**config.mk**
```make
export PLATFORM = sky130hd
export DESIGN_NAME = alr_unit
export DESIGN_NICKNAME = d
export VERILOG_FILES = /design/src/logic/alr_pkg.sv /design/src/logic/alr_unit.sv
export SDC_FILE = /design/constraint.sdc
export NUM_CORES = 1
export LEC_CHECK = 0
export ABC_AREA = 1
export BUFFER_PORTS_ARGS = -buffer_cell sky130_fd_sc_hd__buf_2
export CAP_MARGIN = 0
export CORE_ASPECT_RATIO = 0.5
export CORE_MARGIN = 4
export CORE_UTILIZATION = 37
export DETAILED_ROUTE_END_ITERATION = 10
export PLACE_DENSITY_LB_ADDON = 0.1
export SETUP_SLACK_MARGIN = 0.5
export SKIP_CTS_REPAIR_TIMING = 1
export SYNTH_ARGS = -nofsm -noshare
export SYNTH_HDL_FRONTEND = slang
export SYNTH_SLANG_ARGS = --single-unit
```
**constraint.sdc**
```tcl
create_clock -name SYS_CLK_I -period 1.4 [get_ports SYS_CLK_I]
set_input_delay 0.21 -clock SYS_CLK_I [delete_from_list [all_inputs] [get_ports SYS_CLK_I]]
set_output_delay 0.21 -clock SYS_CLK_I [all_outputs]
set_load 0.01 [all_outputs]
```
**src/logic/alr_pkg.sv**
```systemverilog
// package for the atomic lock reservation unit
package alr_pkg;
  // configuration codes
  localparam logic [1:0] ALR_CFG_SINGLE = 2'h0;
  localparam logic [1:0] ALR_CFG_MULTI_CORE = 2'h1;
  localparam logic [1:0] ALR_CFG_MULTI_THREAD = 2'h2;
  // operation codes
  localparam logic [2:0] ALR_OP_NONE = 3'h0;
  localparam logic [2:0] ALR_OP_LINKED_LOAD = 3'h1;
  localparam logic [2:0] ALR_OP_COND_STORE = 3'h2;
  localparam logic [2:0] ALR_OP_STORE = 3'h3;
  localparam logic [2:0] ALR_OP_WAIT_LOCK = 3'h4;
  localparam logic [2:0] ALR_OP_WRITE_BARRIER = 3'h5;
  localparam logic [2:0] ALR_OP_DI_BARRIER = 3'h6;
  localparam logic [2:0] ALR_OP_RET_INT = 3'h7;
  // address layout: 32-byte line, tag in upper bits
  localparam int ALR_LINE_LSB = 5;
  localparam int ALR_TAG_W = 32 - ALR_LINE_LSB;
  localparam logic [ALR_TAG_W-1:0] ALR_TAG_RST = 27'h0;
  localparam logic ALR_LOCK_RST = 1'b0;
  // peers seen on the coherency side
  localparam int ALR_PEERS = 4;
  // request from the load/store pipeline
  typedef struct packed {
    logic valid;
    logic [2:0] op;
    logic [31:0] vaddr;
    logic [31:0] paddr;
    logic ctrl_space;
    logic ctrl_unmapped;
    logic xlate_fault;
    logic [31:0] wdata;
  } alr_req_t;
  // answer to the pipeline
  typedef struct packed {
    logic done;
    logic [31:0] rdata;
    logic branch_val;
    logic mem_write;
    logic exc_violation;
    logic exc_unmapped;
  } alr_rsp_t;
  typedef enum logic [1:0] {
    ALR_IDLE,
    ALR_WAIT_LOCK,
    ALR_WMB,
    ALR_DIB
  } alr_state_t;
endpackage

```
**src/logic/alr_unit.sv**
```systemverilog
// atomic lock reservation unit for one core or hardware thread
// Operation
// - control-space linked ops raise violation, no lock
// - conditional store tests lock after checks pass
// - multi configs record linked-load physical address
// - linked load returns word, sets lock
// - set lock: store happens, branch true
// - multi-core success clears matching peer locks
// - multi-thread success clears matching other threads
// - clear lock: no write, branch false
// - conditional store that passes checks always clears local lock
// - success depends on lock flag only
// - plain control-space store: violation or unmapped
// - multi-core store clears matching peer locks
// - multi-thread store clears other matching threads
// - single-core store leaves lock unchanged
// - multi-core wait stalls while lock set
// - multi-thread wait deschedules while lock set
// - single-core wait is a no-op
// - multi-core write barrier waits acks and flush
// - other configs write barrier is no-op
// - di barrier makes data writes visible
// - di barrier sends writes; multi-core also waits for acks
// - translated address readable in reservation register
// - single-core reservation address field reads zero
// - lock address aligned to 32-byte line
// - trap entry clears local lock
// - debug mirror lock not cleared on trap
`timescale 1ns/1ps
module alr_unit
  import alr_pkg::*;
(
  input wire logic SYS_CLK_I,
  input wire logic RST_I,
  input wire logic [1:0] CFG_I,
  input wire alr_req_t REQ_I,
  input wire logic [31:0] LOAD_DATA_I,
  input wire logic TRAP_I,
  input wire logic IRQ_I,
  input wire logic SNOOP_VALID_I,
  input wire logic [31:0] SNOOP_ADDR_I,
  input wire logic WB_EMPTY_I,
  input wire logic COH_ACK_DONE_I,
  output logic [ALR_PEERS-1:0] PEER_CLEAR_O,
  output logic [31:0] PEER_CLEAR_ADDR_O,
  output alr_rsp_t RSP_O,
  output logic STALL_O,
  output logic DESCHED_O,
  output logic FLUSH_O,
  output logic DI_SYNC_O,
  output logic LOCK_O,
  output logic SHADOW_LOCK_O,
  output logic [31:0] RES_ADDR_O
);
  // --------------------------------------------------------------
  // decode
  // --------------------------------------------------------------
  logic lock_q, lock_d, shadow_q, shadow_d;
  logic [ALR_TAG_W-1:0] tag_q, tag_d;
  alr_state_t st_q, st_d;
  alr_rsp_t rsp_q, rsp_d;
  logic stall_q, desched_q, flush_q, dis_q;
  logic [ALR_PEERS-1:0] pclr_q;
  logic [31:0] paddr_q;
  wire is_mc = (CFG_I == ALR_CFG_MULTI_CORE);
  wire is_mt = (CFG_I == ALR_CFG_MULTI_THREAD);
  wire is_multi = is_mc | is_mt;
  wire idle = (st_q == ALR_IDLE);
  wire go = REQ_I.valid & idle;
  wire op_ll = go & (REQ_I.op == ALR_OP_LINKED_LOAD);
  wire op_sc = go & (REQ_I.op == ALR_OP_COND_STORE);
  wire op_st = go & (REQ_I.op == ALR_OP_STORE);
  wire op_wl = go & (REQ_I.op == ALR_OP_WAIT_LOCK);
  wire op_wb = go & (REQ_I.op == ALR_OP_WRITE_BARRIER);
  wire op_di = go & (REQ_I.op == ALR_OP_DI_BARRIER);
  wire op_rfi = go & (REQ_I.op == ALR_OP_RET_INT);
  // linked ops in control space always violate
  wire lk_viol = (op_ll | op_sc) & REQ_I.ctrl_space;
  // plain store takes the control space map answer
  wire st_viol = op_st & REQ_I.ctrl_space & ~REQ_I.ctrl_unmapped;
  wire st_unmap = op_st & REQ_I.ctrl_space & REQ_I.ctrl_unmapped;
  wire ll_ok = op_ll & ~REQ_I.ctrl_space & ~REQ_I.xlate_fault;
  wire sc_ok = op_sc & ~REQ_I.ctrl_space & ~REQ_I.xlate_fault;
  wire st_ok = op_st & ~REQ_I.ctrl_space & ~REQ_I.xlate_fault;
  // success uses the flag only, address ignored
  wire sc_win = sc_ok & lock_q;
  // remote store to our line, coherency side
  wire snoop_hit = SNOOP_VALID_I & is_multi &
    (SNOOP_ADDR_I[31:ALR_LINE_LSB] == tag_q);
  // stores that clear matching peer locks
  wire bcast = is_multi & (st_ok | sc_win);

  // --------------------------------------------------------------
  // lock events
  // --------------------------------------------------------------
  // local set by a clean linked load
  wire lock_set = ll_ok;
  // local clear by conditional store or return
  wire local_clr = sc_ok | op_rfi;
  // remote clear by a store to our line
  wire remote_clr = snoop_hit;
  // trap clears the lock but not the mirror
  wire trap_clr = TRAP_I;
  // new reservation line, multi configs only
  wire tag_load = ll_ok & is_multi;

  // --------------------------------------------------------------
  // lock flag, shadow and reservation address
  // --------------------------------------------------------------
  // clears beat a set falling in the same cycle
  always_comb begin
    lock_d = lock_q;
    shadow_d = shadow_q;
    tag_d = tag_q;
    if (lock_set) begin
      lock_d = 1'b1;
      shadow_d = 1'b1;
    end
    if (tag_load) begin
      tag_d = REQ_I.paddr[31:ALR_LINE_LSB];
    end
    if (remote_clr | local_clr) begin
      lock_d = 1'b0;
      shadow_d = 1'b0;
    end
    if (trap_clr) begin
      lock_d = 1'b0;
    end
  end

  // --------------------------------------------------------------
  // sequencing of wait and barriers
  // --------------------------------------------------------------
  always_comb begin
    st_d = st_q;
    case (st_q)
      // idle: wait only holds while the lock is set
      ALR_IDLE: begin
        if (op_wl & lock_q & is_multi) begin
          st_d = ALR_WAIT_LOCK;
        end else if (op_wb & is_mc) begin
          st_d = ALR_WMB;
        end else if (op_di) begin
          st_d = ALR_DIB;
        end
      end
      // wait: clear lock, interrupt or trap ends it
      ALR_WAIT_LOCK: begin
        if (~lock_q | IRQ_I | TRAP_I) begin
          st_d = ALR_IDLE;
        end
      end
      // write barrier: drained buffer and acks
      ALR_WMB: begin
        if (WB_EMPTY_I & COH_ACK_DONE_I) begin
          st_d = ALR_IDLE;
        end
      end
      ALR_DIB: begin
        // multi-core waits for acks, others only for issue
        if (WB_EMPTY_I & (~is_mc | COH_ACK_DONE_I)) begin
          st_d = ALR_IDLE;
        end
      end
      default: st_d = ALR_IDLE;
    endcase
  end

  // --------------------------------------------------------------
  // answer to the pipeline
  // --------------------------------------------------------------
  wire leave = ~idle & (st_d == ALR_IDLE);
  wire quick = go & ~(st_d != ALR_IDLE);
  // violation covers linked ops and mapped stores
  wire exc_viol_d = lk_viol | st_viol;
  // memory written by a clean store or a winner
  wire mem_wr_d = sc_win | st_ok;
  // loaded word only for a clean linked load
  wire [31:0] rdata_d = ll_ok ? LOAD_DATA_I : 32'h0;
  // one-cycle answer, all fields zero otherwise
  always_comb begin
    rsp_d = '0;
    rsp_d.done = quick | leave;
    rsp_d.exc_violation = exc_viol_d;
    rsp_d.exc_unmapped = st_unmap;
    rsp_d.rdata = rdata_d;
    rsp_d.branch_val = sc_win;
    rsp_d.mem_write = mem_wr_d;
  end

  // --------------------------------------------------------------
  // next values of the pipeline holds, barrier outputs and peer clear
  // --------------------------------------------------------------
  wire in_wait = (st_d == ALR_WAIT_LOCK);
  wire in_wmb = (st_d == ALR_WMB);
  wire in_dib = (st_d == ALR_DIB);
  // multi-core wait and both barriers freeze the pipeline
  wire stall_d = in_wmb | in_dib | (in_wait & ~is_mt);
  // multi-thread wait parks the thread instead
  wire desched_d = in_wait & is_mt;
  // write buffer drains during either barrier
  wire flush_d = in_wmb | in_dib;
  wire dis_d = in_dib;
  // clear pulse to every peer on a store, multi configs only
  wire [ALR_PEERS-1:0] pclr_d = {ALR_PEERS{bcast}};

  // --------------------------------------------------------------
  // registers
  // --------------------------------------------------------------
  // lock flag, mirror and reservation line
  always_ff @(posedge SYS_CLK_I) begin
    if (RST_I) begin
      lock_q <= ALR_LOCK_RST;
      shadow_q <= ALR_LOCK_RST;
      tag_q <= ALR_TAG_RST;
    end else begin
      lock_q <= lock_d;
      shadow_q <= shadow_d;
      tag_q <= tag_d;
    end
  end

  // sequencer state
  always_ff @(posedge SYS_CLK_I) begin
    if (RST_I) begin
      st_q <= ALR_IDLE;
    end else begin
      st_q <= st_d;
    end
  end

  // registered answer to the pipeline
  always_ff @(posedge SYS_CLK_I) begin
    if (RST_I) begin
      rsp_q <= '0;
    end else begin
      rsp_q <= rsp_d;
    end
  end

  // peer clear pulse
  always_ff @(posedge SYS_CLK_I) begin
    if (RST_I) begin
      pclr_q <= '0;
    end else begin
      pclr_q <= pclr_d;
    end
  end

  // address sent along with the clear
  always_ff @(posedge SYS_CLK_I) begin
    if (RST_I) begin
      paddr_q <= 32'h0;
    end else begin
      paddr_q <= REQ_I.paddr;
    end
  end

  // pipeline holds
  always_ff @(posedge SYS_CLK_I) begin
    if (RST_I) begin
      stall_q <= 1'b0;
      desched_q <= 1'b0;
    end else begin
      stall_q <= stall_d;
      desched_q <= desched_d;
    end
  end

  // barrier outputs
  always_ff @(posedge SYS_CLK_I) begin
    if (RST_I) begin
      flush_q <= 1'b0;
      dis_q <= 1'b0;
    end else begin
      flush_q <= flush_d;
      dis_q <= dis_d;
    end
  end

  // --------------------------------------------------------------
  // outputs
  // --------------------------------------------------------------
  // answer and peer traffic
  assign RSP_O = rsp_q;
  assign PEER_CLEAR_O = pclr_q;
  assign PEER_CLEAR_ADDR_O = paddr_q;
  // pipeline holds and barrier status
  assign STALL_O = stall_q;
  assign DESCHED_O = desched_q;
  assign FLUSH_O = flush_q;
  assign DI_SYNC_O = dis_q;
  // lock state
  assign LOCK_O = lock_q;
  assign SHADOW_LOCK_O = shadow_q;
  // single-core build shows a zero address field
  assign RES_ADDR_O = {tag_q, 4'h0, shadow_q};
endmodule // alr_unit

```
==> impl_metrics.csv, run 1 <==
group,metric,value,unit
setup_path,slowest_stage,"dfxtp_2",
drt,num_vias,3743,
clock_tree,cts_made_buffers,9,
clock_tree,clk_path_buf_depth,2,
logic_synthesis,synth_mux_area_share,0,%
logic_synthesis,synth_adder_area_share,0.631,%
power_and_ir_drop,power.density,1010,nW/um2
floorplanning,dieHeight,81.2,um
floorplanning,die_area,12500,um2
logic_synthesis,synth.ff_latch_count,105,
grt,grt-ovfl-total,0,
grt,grt_max_degree,39,
drt,post_drt_wl_per_cell,12.3,um
floorplanning,core_area,10300,um2
clock_tree,cts_sinks,105,
cells_and_area,areaGrowthSynthToFinish,59.5,%
logic_synthesis,mappedNetlistArea,3970,um2
drt,drtIter0Drc,121,
sta,slew_viol_final,0,
floorplanning,initial_core_util,38.4,%
cells_and_area,drive_gt1_share,48.4,%
drt,drt-total-wl,11200,um
setup_path,crit_path_end_kind,"register",
place,port_buffers,213,
logic_synthesis,synth_xor_area_share,1.32,%
setup_path,path_delay_family,"simple AND/OR/NAND/NOR gates",
floorplanning,num_rows,26,
drt,dr.max_layer_used,"met4",
drt,drc,0,
drt,wl_met1,4580,um
drt,vias_per_cell,4.14,
setup_path,start_kind,"register",
grt,antenna_found_initial,0,
run_status,violations,"negative setup slack",
sta,min_period,1410,ps
logic_synthesis,syn-mean-instance-area,7.51,um2
setup_path,cp.required,1680,ps
clock_tree,cts_max_level,3,
job,drv_cap,0,
min_path,hp-class,"input port to register",
sta,rsz0062_at_grt,"true",
setup_path,crit_type,"register to register",
floorplanning,io_pins,287,
setup_path,crit_arrival,1690,ps
logic_synthesis,ys_seq_area_share,53.0,%
logic_synthesis,yosys_warnings,0,
sta,skew,5.45,ps
sta,layout_worst_path_cycle_share,101,%
grt,grt_use_total,16.1,%
sta,hold_viol,0,
power_and_ir_drop,cellLeakagePower,3.41,nW
place,dp_hpwl,8080,um
grt,grt_pass1_wl,16000,um
logic_synthesis,synth_top_family_by_area,"simple AND/OR/NAND/NOR gates",
drt,wl_met2,5550,um
grt,grt_pass1_vias,3376,
clock_tree,clock_latency,350,ps
sta,max_freq,710,MHz
place,preCtsSetupSlack,-82.7,ps
cells_and_area,fin_cells,904,
cells_and_area,nets,937,
sta,setup_ws,-8.30,ps
setup_path,crit_buf_inv,2,
drt,postRouteAntennaNets,0,
place,gp_congestion,0.809,
place,dp_cells,879,
setup_path,cp_slowest_stage_delay,340,ps
logic_synthesis,yosys.area_share.simple,21.4,%
sta,whs,59.3,ps
setup_path,crit_chain,"nor2_4 -> nand2_4 -> nor2_4 -> nand2_4 -> nor2_8 -> buf_4 -> nand2_8 -> clkbuf_16 -> nor2_1",
logic_synthesis,ys_types,28,
clock_tree,cts_tree,"built",
logic_synthesis,synth_compound_area_share,8.23,%
clock_tree,clk_pin_slew,80,ps
run_status,outcome,"finished, violations left",
power_and_ir_drop,peakVddDrop,0.616,mV
logic_synthesis,syn-instance-count,528,
drt,dr_wl_met3,950,um
drt,first_pass_iters,4,
sta,setup-violations-final,2,
clock_tree,cts_root_buf,"clkbuf_16",
floorplanning,die_w,154,um
setup_path,crit_fanout,8,
cells_and_area,n_antenna_cell,0,
==> cells in the mapped netlist <==
| cell | n | area, um2 |
|---|---|---|
| buf_2 | 4 | 20.0 |
| a21oi_1 | 29 | 145 |
| nor2_8 | 1 | 20.0 |
| buf_1 | 1 | 3.75 |
| xor2_1 | 3 | 26.3 |
| ha_1 | 2 | 25.0 |
| conb_1 | 1 | 3.75 |
| xnor2_1 | 3 | 26.3 |
| a31oi_1 | 1 | 6.26 |
| o21bai_1 | 1 | 7.51 |
| nor2_1 | 90 | 338 |
| clkinv_1 | 1 | 3.75 |
| buf_4 | 8 | 60.1 |
| nor2_4 | 2 | 22.5 |
| nand2_1 | 90 | 338 |
| inv_1 | 123 | 462 |
| nand2_4 | 3 | 33.8 |
| dfxtp_1 | 105 | 2100 |
| nor3_1 | 2 | 10.0 |
| nor3b_1 | 1 | 7.51 |
| nand3b_1 | 1 | 7.51 |
| nand4_1 | 1 | 6.26 |
| o31ai_1 | 2 | 15.0 |
| clkbuf_1 | 7 | 26.3 |
| a21boi_0 | 1 | 7.51 |
| buf_6 | 3 | 33.8 |
| o21ai_0 | 29 | 145 |
| nand3_1 | 13 | 65.1 |
==> cells in the final DEF (no fill, tap or decap), types with 10 or more instances in the layout <==
cell         n
a21oi_1     19
a21oi_2     10
buf_2      162
buf_4       19
buf_6       54
clkbuf_16   11
dfxtp_1     56
dfxtp_2     45
inv_1      118
nand2_1     84
nand3_1     10
nor2_1      73
nor2_2      15
==> metal layers <==
metal	track usage [%]	vias up
met2	27.9	120
met1	19.1	1616
met4	3.96	0
li1	-	1999
met5	0	-
met3	6.39	8
==> metrics by stage <==
step | total power [mW] | util (%) | area, um2 | setup TNS [ps]
after global placement | 3.81 | 51.3 | 5310 | -139
after detailed placement | 3.81 | 51.3 | 5310 | -180
after CTS | 6.38 | 54.3 | 5620 | -104
after global routing | 6.70 | 61.2 | 6330 | -3530
after floorplan | 3.48 | - | 4050 | 0
final | 6.41 | 61.2 | 6330 | -8.55
==> logic make-up after synthesis <==
group	Yosys count
AOI/OAI and AO/OA	63
xor gates and xnor gates	6
adders and majority gates	2
buffers and inverters	147
DFF	105
other	1
and+or+nand+nor	204
==> power by group <==
part	switching (mW)	leakage [nW]	internal, mW
clock network	1.26	0.150	1.28
registers	0.0276	0.881	3.06
logic	0.413	2.38	0.365
==> tightest hold or removal path: stages <==
cell    delay (ps)
buf_2           70
inv_1           30
nor2_1          60
==> path summary, 6_finish.rpt <==
kind	from	slack, ps	end	depth (start not counted)
worst max register to register	st_q[1]	-8	RSP_O[19]	9
worst max-delay path	st_q[1]	-8	RSP_O[19]	9
worst min-delay path	REQ_I[35]	60	PEER_CLEAR_ADDR_O[0]	3
worst min register to register	tag_q[15]	480	tag_q[15]	2
==> registers in the layout, summed over array words and instances (netlist names) <==
name,flops
DESCHED_O,1
st_q,2
STALL_O,1
DI_SYNC_O,1
RSP_O,37
PEER_CLEAR_O,1
tag_q,27
LOCK_O,1
FLUSH_O,1
SHADOW_LOCK_O,1
PEER_CLEAR_ADDR_O,32
==> area by class of cell <==
cell class	instances	area, um2
Clock buffer	9	225
Multi-Input combinational cell	279	1520
Sequential cell	105	2170
Inverter	124	475
Timing Repair Buffer	240	1670
Tap cell	140	175
Clock inverter	7	86.3
Fill cell	961	4020
(Power assumes the default switching activity.)
==> inputs of run 2 (changes only) <==
MAX_ROUTING_LAYER = met4   (was unset)
PLACE_DENSITY = 0.77   (was unset)
PLACE_DENSITY_LB_ADDON = unset   (was 0.1)
==> run 2 against run 1 <==
  * The run still ends with negative setup slack left
  * Via count increased by 6.3%
  * Non-clock buffer count unchanged
  * Worst setup slack got worse by 70 ps
  * Critical path depth unchanged
  * Utilization increased by 0.060 points
  * Register-to-register slack got worse by 70 ps
==> impl_metrics.csv, run 2 (synthesized netlist as in run 1, its figures left out) <==
group,metric,value,unit
run_status,outcome,"finished, violations left",
run_status,violations,"negative setup slack",
floorplanning,io_pins,287,
setup_path,start_kind,"register",
sta,layout_worst_path_cycle_share,106,%
cells_and_area,layout_common_cells,"162 x buf_2, 121 x inv_1, 86 x nor2_1",
sta,setup_ws,-78.5,ps
clock_tree,clock_latency,340,ps
place,gp_congestion,0.847,
clock_tree,cts_sinks,105,
cells_and_area,largest_register_ffs,37,
sta,tns,-950,ps
sta,max_freq,676,MHz
drt,drt-total-wl,12400,um
drt,drtIter0Drc,159,
cells_and_area,areaGrowthSynthToFinish,59.6,%
min_path,holdPathStages,3,
setup_path,crit_path_end_kind,"register",
clock_tree,cts_made_buffers,9,
sta,setup-violations-final,28,
setup_path,crit_arrival,1710,ps
drt,vias_per_cell,4.40,
cells_and_area,nets,937,
cells_and_area,drive_gt1_share,47.8,%
clock_tree,cts_tree,"built",
setup_path,crit_start,"st_q[1]",
place,dp_hpwl,8490,um
min_path,holdPathEnd,"PEER_CLEAR_ADDR_O[2]",
cells_and_area,n_antenna_cell,0,
setup_path,r2r_end,"tag_q[18]",
place,port_buffers,213,
grt,grt_max_degree,39,
floorplanning,dieHeight,81.2,um
drt,post_drt_wl_per_cell,13.8,um
floorplanning,die_area,12500,um2
sta,whs,68.8,ps
setup_path,r2r_setup_slack,-80,ps
setup_path,cp.required,1630,ps
setup_path,rr_worst_depth,9,
grt,grt_use_total,17.3,%
setup_path,timing.rr.start,"st_q[1]",
sta,skew,3.35,ps
power_and_ir_drop,cellLeakagePower,3.43,nW
grt,grt-ovfl-total,0,
place,dp_cells,878,
floorplanning,core_area,10300,um2
sta,hold_viol,0,
cells_and_area,layout_commonest_cell,"buf_2",
drt,drc,0,
floorplanning,initial_core_util,38.4,%
setup_path,crit_fanout,6,
floorplanning,num_rows,26,
clock_tree,cts_max_level,3,
min_path,min_from,"REQ_I[37]",
drt,postRouteAntennaNets,0,
sta,min_period,1480,ps
job,drv_cap,0,
drt,first_pass_iters,4,
power_and_ir_drop,power.density,1040,nW/um2
power_and_ir_drop,peakVddDrop,0.682,mV
cells_and_area,fin_cells,904,
grt,grt_pass1_vias,3741,
min_path,hp-class,"input port to register",
power_and_ir_drop,total_power,6.59,mW
clock_tree,clk_path_buf_depth,2,
clock_tree,cts_root_buf,"clkbuf_16",
grt,antenna_found_initial,0,
floorplanning,die_w,154,um
sta,rsz0062_at_grt,"true",
sta,slew_viol_final,0,
grt,grt_pass1_wl,17000,um
clock_tree,clk_pin_slew,70,ps
setup_path,crit_type,"register to register",
drt,num_vias,3979,
[run 2: worst max-delay path, stage by stage, from the launching register on]
cell       delay, ps
dfxtp_2          330
nor2_4           130
nand2_4           70
nor2_4           120
nand2_4           80
nor2_8           150
nand2_8          110
clkbuf_16        190
o21ai_4          140
a21oi_2           50
[run 2: per-layer routing]
layer	vias up	global-route usage (%)	wire [um]
met4	0	4.67	411
li1	1997	-	-
met1	1793	17.9	4620
met2	150	32.9	6500
met3	39	4.95	900
met5	-	-	0
[run 2: layout make-up]
class	instances	area [um2]
Clock inverter	6	90.1
Fill cell	831	4010
Multi-Input combinational cell	279	1510
Sequential cell	105	2180
Timing Repair Buffer	240	1670
Tap cell	140	175
Clock buffer	10	239
Inverter	124	473
[run 2: power by group]
part	switching, mW	internal, mW	total, mW
sequential	0.0297	3.06	3.09
clock	1.11	1.62	2.73
combinational	0.424	0.352	0.776
total	1.56	5.03	6.59
[run 2: through the flow]
step                area [um2]  utilization (%)  worst slack (ps)
floorplan                 4050                -              23.4
global placement          5290             51.1              12.0
detailed placement        5290             51.1             -40.4
CTS                       5620             54.3             -63.2
global route              6330             61.2              -134
finish                    6330             61.2             -78.5
[run 2: worst max path at each step]
stage | end | slack, ps
after global routing | tag_q[18] | -130
after CTS | tag_q[18] | -60
after global placement | tag_q[18] | 10
after detailed placement | tag_q[24] | -40
after floorplan | tag_q[11] | 20
final | tag_q[18] | -80
==> inputs of run 3 (changes only) <==
PLACE_DENSITY = 0.76   (was 0.77)
==> run 3 against run 2 <==
  * The run still ends with negative setup slack left
  * Via count rose by 0.10%
  * Largest cell class unchanged
  * Clock power grew 6%
  * Non-clock buffer count is 2 lower
  * Wire length rose by 2.8%
  * Register-to-register slack better by 20 ps
  * Largest power group unchanged
  * First-iteration DRC count fell by 14%
  * Worst setup slack better by 15 ps
  * Die area stayed put
==> impl_metrics.csv, run 3 (synthesized netlist as in run 1, its figures left out) <==
group,metric,value,unit
run_status,outcome,"finished, violations left",
run_status,violations,"negative setup slack",
cells_and_area,drive_gt1_share,53.4,%
clock_tree,cts_max_level,3,
clock_tree,cts_root_buf,"clkbuf_16",
grt,grt_pass1_vias,3561,
drt,first_pass_iters,4,
grt,grt_pass1_wl,16100,um
floorplanning,dieHeight,81.2,um
power_and_ir_drop,switching_share,23.7,%
setup_path,start_kind,"register",
setup_path,cp.required,1630,ps
clock_tree,clk_path_buf_depth,2,
grt,grt_max_degree,39,
drt,drtIter0Drc,136,
job,drv_cap,0,
setup_path,crit_arrival,1700,ps
sta,max_slew_margin,63.7,%
power_and_ir_drop,p_int,5.18,mW
power_and_ir_drop,clkPwrFrac,42.6,%
sta,setup_ws,-63.4,ps
cells_and_area,layout_common_cells,"153 x buf_2, 119 x inv_1, 79 x nand2_1",
sta,layout_worst_path_cycle_share,105,%
clock_tree,clk_pin_slew,70,ps
cells_and_area,areaGrowthSynthToFinish,66.8,%
drt,drt-total-wl,12800,um
setup_path,rr_worst_depth,9,
min_path,hp-class,"input port to register",
setup_path,r2r_setup_slack,-60,ps
drt,post_drt_wl_per_cell,14.2,um
sta,slew_viol_final,0,
cells_and_area,n_antenna_cell,0,
sta,hold_viol,0,
place,port_buffers,213,
sta,min_period,1460,ps
clock_tree,clock_latency,340,ps
sta,worst_slew_pin_slew,544,ps
place,dp_hpwl,8470,um
floorplanning,io_pins,287,
clock_tree,cts_tree,"built",
cells_and_area,nets,935,
grt,antenna_found_initial,0,
power_and_ir_drop,total_power,6.78,mW
drt,drc,0,
place,gp_congestion,0.853,
setup_path,r2r_end,"tag_q[21]",
cells_and_area,fill_cells,796,
power_and_ir_drop,cellLeakagePower,3.45,nW
cells_and_area,largest_register_ffs,37,
floorplanning,core_area,10300,um2
setup_path,crit_start,"st_q[1]",
drt,postRouteAntennaNets,0,
power_and_ir_drop,seqPwrFrac,45.5,%
power_and_ir_drop,power.density,1030,nW/um2
min_path,holdPathStages,3,
sta,setup-violations-final,43,
setup_path,crit_type,"register to register",
sta,tns,-1150,ps
grt,grt-ovfl-total,0,
place,dpl_cell_area,5310,um2
floorplanning,initial_core_util,38.4,%
cells_and_area,final_cell_area,6620,um2
setup_path,crit_path_end_kind,"register",
setup_path,timing.rr.start,"st_q[1]",
clock_tree,cts_made_buffers,9,
sta,rsz0062_at_grt,"true",
drt,vias_per_cell,4.42,
cells_and_area,layout_commonest_cell,"buf_2",
drt,num_vias,3983,
sta,max_freq,683,MHz
power_and_ir_drop,p_comb_share,11.9,%
power_and_ir_drop,peakVddDrop,0.630,mV
setup_path,crit_fanout,26,
grt,grt_use_total,16.6,%
min_path,min_from,"LOAD_DATA_I[12]",
setup_path,cp-endpoint,"tag_q[21]",
floorplanning,num_rows,26,
floorplanning,die_w,154,um
floorplanning,die_area,12500,um2
sta,skew,3.80,ps
power_and_ir_drop,switchingPower,1.61,mW
clock_tree,cts_sinks,105,
cells_and_area,final_util,64.0,%
==> run 3: cell types whose count changed in the layout (fill, tap and decap cells not counted), moves of 4 or more <==
cell     before  now
nor2_1       86   54
nor2_4        2   26
buf_2       162  153
buf_6        53   62
dfxtp_1      55   47
nor2_2        4   12
dfxtp_2      44   51
nand2_1      84   79
o21ai_1       1    6
o21ai_4       5    0
buf_4        20   16
==> run 3: power groups by stage <==
stage / Clock (mW) / Sequential [mW] / Combinational [mW]
3_5_place_dp: 0 / 3.16 / 0.661
3_3_place_gp: 0 / 3.15 / 0.646
6_report: 2.89 / 3.09 / 0.809
5_1_grt: 3.08 / 3.09 / 0.887
2_1_floorplan: 0 / 3.20 / 0.282
4_1_cts: 2.95 / 3.09 / 0.664
==> run 3: how the worst min path moves through the flow <==
| stage | slack [ps] | endpoint |
|---|---|---|
| after floorplan | 320 | PEER_CLEAR_ADDR_O[0] |
| after global placement | 410 | PEER_CLEAR_ADDR_O[2] |
| after detailed placement | 430 | RSP_O[7] |
| after CTS | 60 | RSP_O[7] |
| after global routing | 60 | PEER_CLEAR_ADDR_O[2] |
| final | 70 | RSP_O[16] |
==> run 3: per-layer routing <==
| layer | global-route usage [%] | vias up | share of wire [%] |
|---|---|---|---|
| li1 | - | 1992 | - |
| met1 | 17.3 | 1829 | 38 |
| met2 | 31.3 | 135 | 54 |
| met3 | 4.26 | 27 | 5.3 |
| met4 | 5.29 | 0 | 2.5 |
| met5 | - | - | 0 |
==> run 3: through the flow <==
stage,worst slack (ps),std cells,hold slack [ps]
5_1_grt,-120,902,56.3
4_1_cts,-42.9,895,56.0
3_3_place_gp,-17.9,879,408
3_5_place_dp,-30.4,879,428
6_report,-63.4,902,67.4
2_1_floorplan,23.4,531,317
==> run 3: critical path: stages (launching register included) <==
cell and delay (ps):
dfxtp_2 330, nor2_4 130, nand2_4 70, nor2_4 120, nand2_4 90, nor2_8 130
nand2_4 100, buf_12 180, o21ai_1 150, a21oi_1 50
==> run 3: final cells by class <==
type / instances / area (um2) / share of cell area (%)
sequential: 105 / 2190 / 33.1
timing repair buffer: 238 / 1740 / 26.3
multi-input combinational: 279 / 1700 / 25.6
inverter: 124 / 473 / 7.15
clock buffer: 10 / 229 / 3.46
tap: 140 / 175 / 2.65
clock inverter: 6 / 115 / 1.74
